### src/core/cdc_cfg_pkg.sv
// constants of the upper configuration bank of the converter
// assumes byte-wide serial register access, 10-bit nvram addresses
package cdc_cfg_pkg;
  localparam int unsigned ADDR_W = 6;
  localparam int unsigned NV_ADDR_W = 10;
  localparam int unsigned WORD_W = 32;
  localparam int unsigned RES_WORDS = 8;
  localparam int unsigned SEL_W = 4;

  // register offsets
  localparam logic [5:0] OFF_PULSE_SOURCE = 6'h27;
  localparam logic [5:0] OFF_CAP_RATIO = 6'h28;
  localparam logic [5:0] OFF_RES_RATIO = 6'h29;
  // feature flags sit at index 42; 0x30 is taken by the lock register
  localparam logic [5:0] OFF_FEATURE_FLAGS = 6'h2a;
  localparam logic [5:0] OFF_RUN_CONTROL = 6'h2f;
  localparam logic [5:0] OFF_RANGE_LOCK = 6'h30;
  localparam logic [5:0] OFF_SERIAL_LOW = 6'h31;
  localparam logic [5:0] OFF_SERIAL_HIGH = 6'h32;
  localparam logic [5:0] OFF_MEMORY_CMD = 6'h36;
  localparam logic [5:0] OFF_PUMP_TRIM_LOW = 6'h3e;

  // writable bits; the rest read as zero
  localparam logic [7:0] MASK_FULL = 8'hff;
  localparam logic [7:0] MASK_FEATURE = 8'h5b;
  localparam logic [7:0] MASK_RUN = 8'h01;
  localparam logic [7:0] MASK_LOCK = 8'h0f;

  // field positions
  localparam int unsigned PS_IF1_HI = 7;
  localparam int unsigned PS_IF1_LO = 4;
  localparam int unsigned PS_IF0_HI = 3;
  localparam int unsigned PS_IF0_LO = 0;
  localparam int unsigned FF_ALARM_SOURCE = 6;
  localparam int unsigned FF_ALARM_POLARITY = 4;
  localparam int unsigned FF_HOLD_UNTIL_READ = 3;
  localparam int unsigned FF_MEDIAN_RES = 1;
  localparam int unsigned FF_MEDIAN_CAP = 0;
  localparam int unsigned RUN_BIT_POS = 0;

  // memory command codes
  localparam logic [7:0] CMD_NONE = 8'h00;
  localparam logic [7:0] CMD_STORE = 8'h2d;
  localparam logic [7:0] CMD_RECALL = 8'h59;
  localparam logic [7:0] CMD_ERASE = 8'hb8;

  // pulse source selections above this have no result word
  localparam logic [3:0] SEL_LAST_WORD = 4'h7;

  // nvram lock range ends (inclusive); NV_R3_TAIL is where the tail of range 3 starts
  localparam logic [9:0] NV_R0_END = 10'd703;
  localparam logic [9:0] NV_R1_END = 10'd831;
  localparam logic [9:0] NV_R2_END = 10'd959;
  localparam logic [9:0] NV_R3_END = 10'd1007;
  localparam logic [9:0] NV_R3_TAIL = 10'd1022;

  localparam logic [7:0] RESET_BYTE = 8'h00;
  localparam logic [31:0] RESET_WORD = 32'h0000_0000;

  typedef enum logic [1:0] {
    MEM_IDLE = 2'b00,
    MEM_ARMED = 2'b01
  } mem_state_e;
endpackage

### src/core/cdc_config_regs_upper.sv
// upper configuration register bank of the converter
// assumes the serial interface delivers decoded byte reads and writes,
// one-cycle strobes, synchronous to i_sys_clk
`timescale 1ns/100ps
module cdc_config_regs_upper #(
  // device-specific trim loaded once after reset release; value is arbitrary
  parameter logic [7:0] PUMP_TRIM_RESET = 8'h00
) (
  input wire logic i_sys_clk,
  input wire logic i_rst_n,
  // serial interface register access
  input wire logic i_reg_wr,
  input wire logic i_reg_rd,
  input wire logic [5:0] i_reg_addr,
  input wire logic [7:0] i_reg_wdata,
  output logic [7:0] o_reg_rdata,
  // serial interface nvram access check
  input wire logic i_nv_req,
  input wire logic [9:0] i_nv_addr,
  output logic o_nv_granted,
  output logic o_nv_blocked,
  // nvram engine
  input wire logic i_nv_erase_done,
  output logic o_nv_store_en,
  output logic o_nv_recall_en,
  output logic o_nv_erase_en,
  // result words from the dsp and the host read path
  input wire logic [7:0] i_res_valid,
  input wire logic [7:0][31:0] i_res_word,
  input wire logic i_res_rd,
  input wire logic [2:0] i_res_idx,
  output logic [31:0] o_res_rdata,
  // firmware and front end controls
  output logic [31:0] o_pulse_if0_word,
  output logic [31:0] o_pulse_if1_word,
  output logic [7:0] o_cap_ratio_sel,
  output logic [7:0] o_res_ratio_sel,
  output logic o_alarm_source_choice,
  output logic o_alarm_polarity_choice,
  output logic o_hold_until_read,
  output logic o_median_res_en,
  output logic o_median_cap_en,
  output logic o_run_enable,
  output logic o_protect,
  output logic [7:0] o_pump_trim
);
  typedef struct packed {
    logic [7:0] pulse_source;
    logic [7:0] cap_ratio;
    logic [7:0] res_ratio;
    logic [7:0] feature_flags;
    logic [7:0] run_control;
    logic [7:0] range_lock;
    logic [7:0] serial_low;
    logic [7:0] serial_high;
    logic [7:0] memory_command;
    logic [7:0] pump_trim;
    cdc_cfg_pkg::mem_state_e mem_state;
    logic trim_loaded;
    logic [7:0] rdata;
    logic [31:0] res_rdata;
    logic nv_granted;
    logic nv_blocked;
    logic protect;
    logic store_en;
    logic recall_en;
    logic erase_en;
  } bank_s;

  bank_s state_reg;
  bank_s state_next;

  logic [7:0][31:0] held_words;
  logic [7:0] res_read;
  logic serial_activity;
  logic wr_sel;
  logic nv_locked;

  result_hold u_hold (
    .i_sys_clk(i_sys_clk),
    .i_rst_n(i_rst_n),
    .i_hold_until_read(state_reg.feature_flags[
      cdc_cfg_pkg::FF_HOLD_UNTIL_READ]),
    .i_new_valid(i_res_valid),
    .i_new_word(i_res_word),
    .i_read(res_read),
    .o_word(held_words)
  );

  pulse_source_mux u_mux (
    .i_sys_clk(i_sys_clk),
    .i_rst_n(i_rst_n),
    .i_pulse_source(state_reg.pulse_source),
    .i_words(held_words),
    .o_pulse_if0_word(o_pulse_if0_word),
    .o_pulse_if1_word(o_pulse_if1_word)
  );

  always_comb begin
    res_read = '0;
    res_read[i_res_idx] = i_res_rd;
  end

  assign serial_activity = i_reg_wr | i_reg_rd | i_nv_req;
  assign wr_sel = i_reg_wr;

  // which lock bit covers the requested nvram address
  always_comb begin
    nv_locked = 1'b0;
    if (i_nv_addr <= cdc_cfg_pkg::NV_R0_END) begin
      nv_locked = state_reg.range_lock[0];
    end else if (i_nv_addr <= cdc_cfg_pkg::NV_R1_END) begin
      nv_locked = state_reg.range_lock[1];
    end else if (i_nv_addr <= cdc_cfg_pkg::NV_R2_END) begin
      nv_locked = state_reg.range_lock[2];
    end else if (i_nv_addr <= cdc_cfg_pkg::NV_R3_END ||
                 i_nv_addr >= cdc_cfg_pkg::NV_R3_TAIL) begin
      nv_locked = state_reg.range_lock[3];
    end
  end

  always_comb begin
    state_next = state_reg;
    state_next.nv_granted = i_nv_req & ~nv_locked;
    state_next.nv_blocked = i_nv_req & nv_locked;

    // trim byte is loaded from the strap once after reset release
    if (!state_reg.trim_loaded) begin
      state_next.pump_trim = PUMP_TRIM_RESET;
      state_next.trim_loaded = 1'b1;
    end

    // memory command lives until the following serial activity
    unique case (state_reg.mem_state)
      cdc_cfg_pkg::MEM_IDLE: begin
        state_next.memory_command = cdc_cfg_pkg::CMD_NONE;
      end
      cdc_cfg_pkg::MEM_ARMED: begin
        if (serial_activity) begin
          state_next.memory_command = cdc_cfg_pkg::CMD_NONE;
          state_next.mem_state = cdc_cfg_pkg::MEM_IDLE;
        end
      end
      default: begin
        state_next.memory_command = cdc_cfg_pkg::CMD_NONE;
        state_next.mem_state = cdc_cfg_pkg::MEM_IDLE;
      end
    endcase

    // a finished erase returns the serial number bytes to zero
    if (i_nv_erase_done) begin
      state_next.serial_low = cdc_cfg_pkg::RESET_BYTE;
      state_next.serial_high = cdc_cfg_pkg::RESET_BYTE;
    end

    if (wr_sel) begin
      unique case (i_reg_addr)
        cdc_cfg_pkg::OFF_PULSE_SOURCE: begin
          state_next.pulse_source = i_reg_wdata;
        end
        cdc_cfg_pkg::OFF_CAP_RATIO: begin
          state_next.cap_ratio = i_reg_wdata;
        end
        cdc_cfg_pkg::OFF_RES_RATIO: begin
          state_next.res_ratio = i_reg_wdata;
        end
        cdc_cfg_pkg::OFF_FEATURE_FLAGS: begin
          // internal speed bit and spare bits stay zero
          state_next.feature_flags =
            i_reg_wdata & cdc_cfg_pkg::MASK_FEATURE;
        end
        cdc_cfg_pkg::OFF_RUN_CONTROL: begin
          state_next.run_control =
            i_reg_wdata & cdc_cfg_pkg::MASK_RUN;
        end
        cdc_cfg_pkg::OFF_RANGE_LOCK: begin
          state_next.range_lock =
            i_reg_wdata & cdc_cfg_pkg::MASK_LOCK;
        end
        cdc_cfg_pkg::OFF_SERIAL_LOW: begin
          // erase in the same cycle wins so the byte ends cleared
          if (state_reg.serial_low == cdc_cfg_pkg::RESET_BYTE &&
              !i_nv_erase_done) begin
            state_next.serial_low = i_reg_wdata;
          end
        end
        cdc_cfg_pkg::OFF_SERIAL_HIGH: begin
          if (state_reg.serial_high == cdc_cfg_pkg::RESET_BYTE &&
              !i_nv_erase_done) begin
            state_next.serial_high = i_reg_wdata;
          end
        end
        cdc_cfg_pkg::OFF_MEMORY_CMD: begin
          // the command write itself is not the clearing activity
          state_next.memory_command = i_reg_wdata;
          state_next.mem_state = cdc_cfg_pkg::MEM_ARMED;
        end
        cdc_cfg_pkg::OFF_PUMP_TRIM_LOW: begin
          state_next.pump_trim = i_reg_wdata;
        end
        default: begin
          // internal and unmapped registers ignore writes
        end
      endcase
    end

    state_next.rdata = cdc_cfg_pkg::RESET_BYTE;
    if (i_reg_rd) begin
      unique case (i_reg_addr)
        cdc_cfg_pkg::OFF_PULSE_SOURCE: begin
          state_next.rdata = state_reg.pulse_source;
        end
        cdc_cfg_pkg::OFF_CAP_RATIO: begin
          state_next.rdata = state_reg.cap_ratio;
        end
        cdc_cfg_pkg::OFF_RES_RATIO: begin
          state_next.rdata = state_reg.res_ratio;
        end
        cdc_cfg_pkg::OFF_FEATURE_FLAGS: begin
          state_next.rdata = state_reg.feature_flags;
        end
        cdc_cfg_pkg::OFF_RUN_CONTROL: begin
          state_next.rdata = state_reg.run_control;
        end
        cdc_cfg_pkg::OFF_RANGE_LOCK: begin
          state_next.rdata = state_reg.range_lock;
        end
        cdc_cfg_pkg::OFF_SERIAL_LOW: begin
          state_next.rdata = state_reg.serial_low;
        end
        cdc_cfg_pkg::OFF_SERIAL_HIGH: begin
          state_next.rdata = state_reg.serial_high;
        end
        cdc_cfg_pkg::OFF_MEMORY_CMD: begin
          state_next.rdata = state_reg.memory_command;
        end
        cdc_cfg_pkg::OFF_PUMP_TRIM_LOW: begin
          state_next.rdata = state_reg.pump_trim;
        end
        default: begin
          state_next.rdata = cdc_cfg_pkg::RESET_BYTE;
        end
      endcase
    end

    if (i_res_rd) begin
      state_next.res_rdata = held_words[i_res_idx];
    end

    // protection is the inverse of the run bit, in step with the stored value
    state_next.protect =
      ~state_next.run_control[cdc_cfg_pkg::RUN_BIT_POS];

    // enables registered so they stand exactly as long as the command byte
    state_next.store_en =
      (state_next.memory_command == cdc_cfg_pkg::CMD_STORE);
    state_next.recall_en =
      (state_next.memory_command == cdc_cfg_pkg::CMD_RECALL);
    state_next.erase_en =
      (state_next.memory_command == cdc_cfg_pkg::CMD_ERASE);
  end

  always_ff @(posedge i_sys_clk or negedge i_rst_n) begin
    if (!i_rst_n) begin
      state_reg <= '0;
      state_reg.mem_state <= cdc_cfg_pkg::MEM_IDLE;
      state_reg.protect <= 1'b1;
    end else begin
      state_reg <= state_next;
    end
  end

  assign o_reg_rdata = state_reg.rdata;
  assign o_res_rdata = state_reg.res_rdata;
  assign o_nv_granted = state_reg.nv_granted;
  assign o_nv_blocked = state_reg.nv_blocked;
  assign o_nv_store_en = state_reg.store_en;
  assign o_nv_recall_en = state_reg.recall_en;
  assign o_nv_erase_en = state_reg.erase_en;
  assign o_cap_ratio_sel = state_reg.cap_ratio;
  assign o_res_ratio_sel = state_reg.res_ratio;
  assign o_alarm_source_choice =
    state_reg.feature_flags[cdc_cfg_pkg::FF_ALARM_SOURCE];
  assign o_alarm_polarity_choice =
    state_reg.feature_flags[cdc_cfg_pkg::FF_ALARM_POLARITY];
  assign o_hold_until_read =
    state_reg.feature_flags[cdc_cfg_pkg::FF_HOLD_UNTIL_READ];
  assign o_median_res_en =
    state_reg.feature_flags[cdc_cfg_pkg::FF_MEDIAN_RES];
  assign o_median_cap_en =
    state_reg.feature_flags[cdc_cfg_pkg::FF_MEDIAN_CAP];
  assign o_run_enable =
    state_reg.run_control[cdc_cfg_pkg::RUN_BIT_POS];
  assign o_protect = state_reg.protect;
  assign o_pump_trim = state_reg.pump_trim;
endmodule

### src/core/pulse_source_mux.sv
// picks the result words that feed the two pulse output interfaces
// assumes result words are stable flops; output is registered
`timescale 1ns/100ps
module pulse_source_mux (
  input wire logic i_sys_clk,
  input wire logic i_rst_n,
  input wire logic [7:0] i_pulse_source,
  input wire logic [7:0][31:0] i_words,
  output logic [31:0] o_pulse_if0_word,
  output logic [31:0] o_pulse_if1_word
);
  typedef struct packed {
    logic [31:0] if0;
    logic [31:0] if1;
  } mux_s;

  mux_s state_reg;
  mux_s state_next;

  // codes 8..15 name no word; feed zero rather than alias
  function automatic logic [31:0] pick(input logic [3:0] sel,
                                       input logic [7:0][31:0] w);
    logic [31:0] r;
    r = cdc_cfg_pkg::RESET_WORD;
    if (sel <= cdc_cfg_pkg::SEL_LAST_WORD) begin
      r = w[sel[2:0]];
    end
    return r;
  endfunction

  always_comb begin
    state_next.if0 = pick(i_pulse_source[cdc_cfg_pkg::PS_IF0_HI:
                                         cdc_cfg_pkg::PS_IF0_LO],
                          i_words);
    state_next.if1 = pick(i_pulse_source[cdc_cfg_pkg::PS_IF1_HI:
                                         cdc_cfg_pkg::PS_IF1_LO],
                          i_words);
  end

  always_ff @(posedge i_sys_clk or negedge i_rst_n) begin
    if (!i_rst_n) begin
      state_reg <= '0;
    end else begin
      state_reg <= state_next;
    end
  end

  assign o_pulse_if0_word = state_reg.if0;
  assign o_pulse_if1_word = state_reg.if1;
endmodule

### src/core/result_hold.sv
// result words with optional hold until the previous value was read
// assumes one-cycle update and read strobes from the dsp and read path
`timescale 1ns/100ps
module result_hold (
  input wire logic i_sys_clk,
  input wire logic i_rst_n,
  input wire logic i_hold_until_read,
  input wire logic [7:0] i_new_valid,
  input wire logic [7:0][31:0] i_new_word,
  input wire logic [7:0] i_read,
  output logic [7:0][31:0] o_word
);
  typedef struct packed {
    logic [31:0] word;
    logic unread;
  } entry_s;

  genvar g;
  generate
    for (g = 0; g < 8; g++) begin : g_entry
      entry_s state_reg;
      entry_s state_next;
      always_comb begin
        state_next = state_reg;
        if (i_read[g]) begin
          state_next.unread = 1'b0;
        end
        // a value not yet read blocks the update while holding
        if (i_new_valid[g] && !(i_hold_until_read && state_reg.unread)) begin
          state_next.word = i_new_word[g];
          state_next.unread = 1'b1;
        end
      end
      always_ff @(posedge i_sys_clk or negedge i_rst_n) begin
        if (!i_rst_n) begin
          state_reg <= '0;
        end else begin
          state_reg <= state_next;
        end
      end
      assign o_word[g] = state_reg.word;
    end
  endgenerate
endmodule
### config.mk
export PLATFORM = sky130hd
export DESIGN_NAME = cdc_config_regs_upper
export DESIGN_NICKNAME = d
export VERILOG_FILES = /design/src/core/cdc_cfg_pkg.sv /design/src/core/cdc_config_regs_upper.sv /design/src/core/pulse_source_mux.sv /design/src/core/result_hold.sv
export SDC_FILE = /design/constraint.sdc
export NUM_CORES = 1
export LEC_CHECK = 0
export ABC_AREA = 0
export CAP_MARGIN = 25
export CORE_MARGIN = 1
export CORE_UTILIZATION = 50
export CTS_CLUSTER_DIAMETER = 30
export DETAILED_ROUTE_END_ITERATION = 10
export DONT_BUFFER_PORTS = 1
export GPL_ROUTABILITY_DRIVEN = 0
export PLACE_DENSITY = 0.68
export SLEW_MARGIN = 20
export SYNTH_ARGS = -nofsm -noshare
export SYNTH_HDL_FRONTEND = slang
export SYNTH_HIERARCHICAL = 1
export SYNTH_SLANG_ARGS = --single-unit
### constraint.sdc
create_clock -name i_sys_clk -period 1.7 [get_ports i_sys_clk]
set_clock_uncertainty 0.2 [all_clocks]
set_input_delay 0.34 -clock i_sys_clk [delete_from_list [all_inputs] [get_ports i_sys_clk]]
set_output_delay 0.34 -clock i_sys_clk [all_outputs]
set_load 0.1 [all_outputs]
---- Yosys cells after proc, flatten, opt, wreduce, memory -nomap -nowiden ----
Index checks and enable logic that the tools add are counted.
operators by class
  bitwise operators ....................... 7
  eq/ne operators ......................... 14
  order comparisons ....................... 11
  mux-type cells .......................... 48
  reduce and logical (&&, ||, !) cells .... 45
operators with widths
  operator              number
  $bmux 32 s3           3
  $mux 32               5
  $mux 8                10
  $pmux 8 s10           1
  $eq 6x6->1 const B    10
  $mux 43               1
  $le 10x10->1 const B  4
  $mux 1                22
  $logic_and 1x1->1     19
  $logic_not 8->1       2
  $mux 16               1
  $reduce_bool 2->1     8
  $lt 3x4->1 const B    3
  $ge 10x10->1 const B  1
  $reduce_and 2->1      5
  $logic_not 1->1       9
  $and 8x8->8           1
  $eq 8x6->1 const B    1
  $eq 8x7->1 const B    1
  $eq 8x8->1 const B    1
  $le 4x3->1 const B    2
  $mux 2                2
  $mux 4                1
  $pmux 2 s2            1
  8 further kinds       11
word-level totals
  input port bits ......................... 298
  flip-flop bits (word level) ............. 443
  logic and storage cells ................. 163

---- Longest topological paths before layout ----
Gate-level depths: netlist (run 1).
  word-level depth ........................ 8
  depth in mapped cells ................... 6
  gate-level depth less buffers ........... 4

---- By module ----
The synthesis (run 1) kept the hierarchy.
modules (own cells, without submodules)
  module                 times used  area an instance (sq um)  seq. area each (sq um)  cells each
  result_hold            1           11936.4                   6606.3                  825
  cdc_config_regs_upper  1           7708.6                    2879.0                  642
  pulse_source_mux       1           5970.7                    1601.5                  362

---- Worst setup path before layout (run 1) ----
No wires, ideal clock.
  path kind ............................... flip-flop to flip-flop
  start point ............................. register state_reg (netlist bit o_hold_until_read)
  end point ............................... register u_hold.g_entry[5].state_reg (netlist bit u_hold/o_word[162])
  data required time ...................... 1.375 ns
  data arrival time ....................... 1.833 ns
  cell stages (with the launch flop) ...... 5
  path buffers ............................ 2
  setup time .............................. 0.125 ns
  path slack .............................. -0.458 ns
  cell sequence ........................... dfrtp_1 buf_6 a21boi_4 clkbuf_8 mux2_2
between the ends
  longest elaborated chain between the ends .. 3
ends and longest elaborated chain
  element                 line                          source
  start, declared         cdc_config_regs_upper.sv:70   bank_s state_reg;
  start signal, assigned  cdc_config_regs_upper.sv:269  state_reg <= state_next;
  $logic_and 1x1->1       result_hold.sv:29             if (i_new_valid[g] && !(i_hold_until_read && state_reg.unread)) begin
  $logic_not 1->1         result_hold.sv:29
  $logic_and 1x1->1       result_hold.sv:29
  end signal, assigned    result_hold.sv:38             state_reg <= state_next;
  end, declared           result_hold.sv:21             entry_s state_reg;
Every way passes these cells.
A chain may end at the register's enable or synchronous reset.

==> metrics.txt, run 1 <==
IO Pins approximately 440; reg-to-reg setup timing slack -0.25 ns; xor/xnor share of the synthesized area 0.000342; met1 global-route usage 0.398; CTS max path bufs 3; full die area 0.0521 sq mm; compound-cell area share of the yosys netlist 0.0420; fin crit period just under 2 ns; Die Ht 228 microns; post-synthesis mux area share 0.353; largest family of logic cells by synthesized area multiplexers; fin area 0.0364 sq mm; leakage between 15 and 20 nW; net count after synthesis around 2100; Yosys cell types 69; Initial Util 0.508; Slew Limit Fails 250; number of fill cells in the layout 2849; via/cell ratio between 6 and 7; pin count of the biggest net entering global routing 444; Worst R2R Start state_reg[48]; Layout area overhead 42.0%; period utilisation layout 1.15; GRT met2 Usage 0.540; cell area after synthesis roughly 0.026 sq mm; final hold violation count roughly 500; drc violations 0; GRT Total Usage 0.329; share of flip-flops with an asynchronous set or reset 1.00; FP Rows 82; core area between 0.05 and 0.06 sq mm; Iteration-0 DRC Markers roughly 2300; relative slew slack -0.510; Root Buffer clkbuf_16; Synth Area in Simple Gates 0.0389; RSZ-0062 raised after global routing yes; drt first pass iters 6; Cells after Synth between 1500 and 2000; vias about 19000; area of the multi-input gates around 0.012 sq mm; Post-synth EDFFs 0; most common cell after layout, fill and taps aside dfrtp_1; Critical Path RT about 2 ns; share of cells above drive strength 1 0.484; fmax roughly 500 MHz; Max Cap Viol 0; DP Area between 0.02 and 0.03 sq mm; cells on worst reg2reg path 6; H-tree depth 3; # setup viols final about 490; crit-path max FO 6; Power Density roughly 1500 mW/mm^2; vias in the first global route 19156; VDD IR-drop max between 1000 and 1500 uV; Port-buffer cells 0; Placement Setup Slack -0.203 ns; register area about 0.011 sq mm; adder-cell area share of the yosys netlist 0; first-pass GRT wire length approximately 130000 microns; fin worst setup slack -0.249 ns; busiest grt layer met2; Hold Crit Class in -> async; Num Clock Sinks about 440; Syn Area/Cell roughly 14 sq um; most frequent cells in the layout 429 x dfrtp_1, 288 x dlygate4sd3_1, 256 x mux2_4; failing checks hold timing, slew limit, setup timing; cts bufs inserted 108; CTS tree yes; clk_lat worst skew approximately 0.65 ns; crit path launch type flip-flop; hold_buf cts a little under 300; Seq cells post-synth between 400 and 500; fin nets approximately 2400; grt ovf 0; DRT antenna net count 0; CP Class reg -> reg; worst hold margin -0.803 ns; FF-to-FF End o_nv_erase_en; status finished, violations left; register area share after synthesis 0.433; worst path arrival time 2.28 ns; antenna violations before repair 18; number of flip-flops in the largest register between 200 and 300; CP endpoint kind flip-flop; detail-routed net length per standard cell approximately 33 microns; Chip Width about 230 microns; met3 GRT Util 0.0911; clk slew on worst S/H paths around 0.060 ns; Synth Warn # 6; DP HPWL around 48000 microns; Slew @ Worst Pin roughly 2.3 ns; Top FF cell, synth dfrtp_1; routed wire length between 90000 and 100000 microns
worst max-delay path by stage:
stage,start,end,slack [ns],cells after the start
6_report,state_reg[48],o_nv_erase_en,-0.25,6
5_1_grt,state_reg[122],u_mux/o_pulse_if0_word[7],-0.29,5
4_1_cts,o_protect,o_protect,-0.21,1
3_5_place_dp,state_reg[126],u_mux/o_pulse_if1_word[30],-0.20,5
3_3_place_gp,state_reg[122],u_mux/o_pulse_if0_word[5],-0.20,5
2_1_floorplan,o_hold_until_read,u_hold/o_word[162],-0.18,4
what timing repair did:
action | in CTS | in global routing
setup endpoints to repair | 463 | 522
pin swaps | 4 | 20
cloned | 8 | 21
resized for setup | 387 | 248
buffers inserted | 45 | 47
endpoints found under the hold margin | 819 | 490
per-stage QoR:
stage                     power (mW)   util  cells  hold slack [ns]  setup TNS (ns)
after floorplan                 25.1      -   1829           -0.156          -38.89
after global placement          26.4  0.506   2295           -0.145          -29.38
after detailed placement        26.7  0.506   2295           -0.142          -33.57
after CTS                       52.0  0.688   2848           -0.829          -60.42
after global routing            55.2  0.722   2920           -0.826          -78.21
final                           54.1  0.722   2925           -0.803          -65.40
cells by family after synthesis:
group / Yosys count
mux: 595
buf+inv: 454
flops: 443
simple gates: 203
compound gates: 131
other cells: 2
xor+xnor: 1
worst max-delay path, stage by stage (launching register included):
cell       delay (ns)
dfrtp_1          0.37
nand2b_4         0.16
nor4_4           0.32
buf_6            0.20
buf_6            0.12
nand3b_1         0.14
a2111oi_4        0.32
layout make-up:
| class | count | area share |
|---|---|---|
| multi-input cells | 932 | 0.329 |
| flip-flops and latches | 443 | 0.306 |
| repair buffers | 641 | 0.229 |
| clock buffers | 133 | 0.0822 |
| clock inverters | 70 | 0.0286 |
| well taps | 672 | 0.0231 |
| inverters | 16 | 0.00165 |
| diodes | 18 | 0.00124 |
synth_stat cells (3+ instances only):
| cell type | n | share of area |
|---|---|---|
| dfrtp_1 | 442 | 0.43 |
| buf_4 | 330 | 0.097 |
| mux2_2 | 271 | 0.12 |
| mux2i_1 | 112 | 0.044 |
| mux4_2 | 108 | 0.095 |
| nor2_1 | 107 | 0.016 |
| mux4_1 | 84 | 0.086 |
| buf_6 | 44 | 0.019 |
| nand2_1 | 35 | 0.0051 |
| a21oi_1 | 33 | 0.0064 |
| buf_2 | 28 | 0.0055 |
| clkbuf_1 | 24 | 0.0035 |
| a22o_1 | 22 | 0.0075 |
| mux2_1 | 20 | 0.0088 |
| inv_1 | 15 | 0.0022 |
| a21o_1 | 11 | 0.0032 |
| o21ai_0 | 10 | 0.0020 |
| a21boi_4 | 8 | 0.0059 |
| nand3_1 | 8 | 0.0016 |
| nand3b_1 | 8 | 0.0023 |
| nor2b_1 | 8 | 0.0020 |
| a22o_2 | 7 | 0.0027 |
| nand2b_1 | 7 | 0.0017 |
| o2bb2ai_1 | 7 | 0.0024 |
| a32oi_1 | 6 | 0.0021 |
| clkbuf_8 | 6 | 0.0032 |
| a22oi_1 | 5 | 0.0015 |
| nor4_1 | 5 | 0.0012 |
| a311oi_1 | 4 | 0.0014 |
| a2111oi_2 | 3 | 0.0018 |
| a211oi_1 | 3 | 0.00088 |
| and3_1 | 3 | 0.00073 |
| buf_1 | 3 | 0.00044 |
| nor3_1 | 3 | 0.00059 |
routing by layer:
| layer | share of wire | wire length [microns] | up-vias |
|---|---|---|---|
| met5 | 0.00073 | 70 | - |
| li1 | - | - | 7102 |
| met3 | 0.10 | 9810 | 443 |
| met1 | 0.35 | 33800 | 9574 |
| met2 | 0.48 | 46400 | 1491 |
| met4 | 0.060 | 5720 | 10 |
power by group:
group / total (mW) / leakage [nW] / internal (mW) / switching (mW)
registers: 14.2 / 5.28 / 12.3 / 1.96
clock network: 22.9 / 1.93 / 15.9 / 6.96
logic: 17.0 / 8.54 / 7.76 / 9.24
Power figures use the tool's default switching activity.
==> run 2, diff against run 1 <==
--- a/config.mk
+++ b/config.mk
@@ -14,6 +14,7 @@
 export DONT_BUFFER_PORTS = 1
 export GPL_ROUTABILITY_DRIVEN = 0
 export PLACE_DENSITY = 0.68
+export RECOVER_POWER = 100
 export SLEW_MARGIN = 20
 export SYNTH_ARGS = -nofsm -noshare
 export SYNTH_HDL_FRONTEND = slang
==> run 2 against run 1 <==
  * The run ends with hold timing, setup timing left
  * Cell count unchanged
  * Critical path type unchanged
  * Largest power group unchanged
  * Non-clock buffer count unchanged
  * Final area shrank 0.17%
  * Largest cell class unchanged
  * Clock power barely moved
  * Sequential cell count stayed put
==> metrics.txt, run 2 (synthesis gave the netlist of run 1 again) <==
vias 18563 (-0.31%); crit-path max FO 11 (+5); worst hold margin -0.811 ns (-0.00761 ns); Die Ht 228 microns (unchanged); reg-to-reg setup timing slack -0.27 ns (-0.03 ns); failing checks hold timing, setup timing; Max Cap Viol 0 (unchanged); Root Buffer clkbuf_16; worst path arrival time 2.28 ns (about the same); Slew @ Worst Pin 0.907 ns (-1.36 ns); leakage 15.7 nW (-0.26%); period utilisation layout 1.16 (+0.0150); CTS max path bufs 3 (unchanged); number of flip-flops in the largest register 256 (unchanged); clk_lat worst skew 0.64 ns (about the same); fin worst setup slack -0.274 ns (-0.0255 ns); number of fill cells in the layout 2865 (+0.56%); GRT Total Usage 0.329 (unchanged); fmax 507 MHz (-1.3%); core area 0.0504 sq mm (unchanged); crit path launch type flip-flop; pin count of the biggest net entering global routing 444 (unchanged); vias in the first global route 19156 (unchanged); fin nets 2440 (unchanged); Chip Width 228 microns (unchanged); Power Density 1490 mW/mm^2 (+0.17%); Slew Limit Fails 0 (-100%); # setup viols final 492 (+1.4%); IO Pins 438 (unchanged); cells on worst reg2reg path 5 (-1); most frequent cells in the layout 429 x dfrtp_1, 288 x dlygate4sd3_1, 256 x mux2_4; H-tree depth 3 (unchanged); full die area 0.0521 sq mm (unchanged); share of cells above drive strength 1 0.479 (-0.00447); Critical Path RT 2.01 ns (-0.02 ns); DRT antenna net count 0 (unchanged); grt ovf 0 (unchanged); relative slew slack 0.395 (+0.905); FP Rows 82 (unchanged); CTS tree yes; fin area 0.0363 sq mm (-0.17%); hold_buf cts 297 (unchanged); Hold Crit Class in -> async; fin crit period 1.97 ns (+0.0255 ns); cts bufs inserted 108 (unchanged); Port-buffer cells 0 (unchanged); CP endpoint kind flip-flop; VDD IR-drop max 1160 uV (-0.22%); detail-routed net length per standard cell 32.7 microns (about the same); routed wire length 95700 microns (about the same); via/cell ratio 6.35 (-0.31%); CP Class reg -> reg; clk slew on worst S/H paths 0.06 ns (about the same); Layout area overhead 41.7%; Num Clock Sinks 443 (unchanged); drc violations 0 (unchanged); Placed Cells 2295 (unchanged); status finished, violations left; most common cell after layout, fill and taps aside dfrtp_1; antenna violations before repair 18 (unchanged); DP HPWL 48300 microns (unchanged); Final Non-Filler Cells 2925 (unchanged); Worst Setup SP state_reg[126]; first-pass GRT wire length 127000 microns (unchanged); Iteration-0 DRC Markers 2255 (-0.22%); Initial Util 0.508 (unchanged); drt first pass iters 6 (unchanged); FF-to-FF End u_mux/o_pulse_if1_word[25]; final hold violation count 488 (-0.20%); Worst R2R Start state_reg[126]; RSZ-0062 raised after global routing yes; DP Area 0.0255 sq mm (unchanged)
run 2: cell count changes in the layout (fill, tap and decap cells not counted), moves of 2 or more:
| cell | change |
|---|---|
| clkbuf_4 | +2 |
| buf_4 | -6 |
| clkbuf_2 | +2 |
| clkdlybuf4s25_1 | +3 |
| dlymetal6s4s_1 | -2 |
| buf_6 | -2 |
| clkbuf_1 | +2 |
run 2: critical path: stages, from the launching register on:
cell and delay, ns:
dfrtp_4 0.45, buf_12 0.18, buf_16 0.15, mux4_2 0.50
mux2i_1 0.24, nor2_1 0.11
run 2: worst max path at each step:
stage                                 end  cells after the start
6_report       u_mux/o_pulse_if1_word[25]                      5
5_1_grt         u_mux/o_pulse_if0_word[7]                      5
4_1_cts                         o_protect                      1
3_5_place_dp   u_mux/o_pulse_if1_word[30]                      5
3_3_place_gp    u_mux/o_pulse_if0_word[5]                      5
2_1_floorplan          u_hold/o_word[162]                      4
run 2: cell type report:
cell class / count / area [sq um] / area share
well taps: 672 / 841 / 0.0232
multi-input cells: 932 / 11900 / 0.328
inverters: 16 / 60.1 / 0.00165
clock inverters: 70 / 1040 / 0.0286
clock buffers: 133 / 2990 / 0.0823
diodes: 18 / 45.0 / 0.00124
flip-flops and latches: 443 / 11100 / 0.306
repair buffers: 641 / 8290 / 0.228
run 2: stage by stage:
| step | setup TNS, ns | utilization | setup slack, ns | power, mW | hold slack [ns] |
|---|---|---|---|---|---|
| floorplan | -38.89 | - | -0.182 | 25.1 | -0.156 |
| global placement | -29.38 | 0.506 | -0.204 | 26.4 | -0.145 |
| detailed placement | -33.57 | 0.506 | -0.203 | 26.7 | -0.142 |
| CTS | -60.42 | 0.688 | -0.215 | 52.0 | -0.829 |
| global route | -79.56 | 0.720 | -0.294 | 55.2 | -0.826 |
| finish | -67.18 | 0.721 | -0.274 | 54.1 | -0.811 |
run 2: routing by layer:
metal  part of all wire  wire (microns)  track usage
met5            0.00073              70            0
met4              0.061            5810        0.166
met3               0.10            9930       0.0911
met2               0.48           46300        0.540
met1               0.35           33600        0.398
run 2: what timing repair did:
action | 4_1_cts | 5_1_grt
gates resized for setup | 387 | 248
endpoints found under the setup margin | 463 | 522
buffers inserted | 45 | 47
cloned | 8 | 21
pin swaps | 4 | 20
hold endpoints to repair | 819 | 490
run 2: report_power, final:
group	internal, mW	switching (mW)	total, mW
sequential	12.3	1.95	14.2
combinational	7.76	9.24	17.0
clock	15.9	6.97	22.9
total	36.0	18.2	54.1
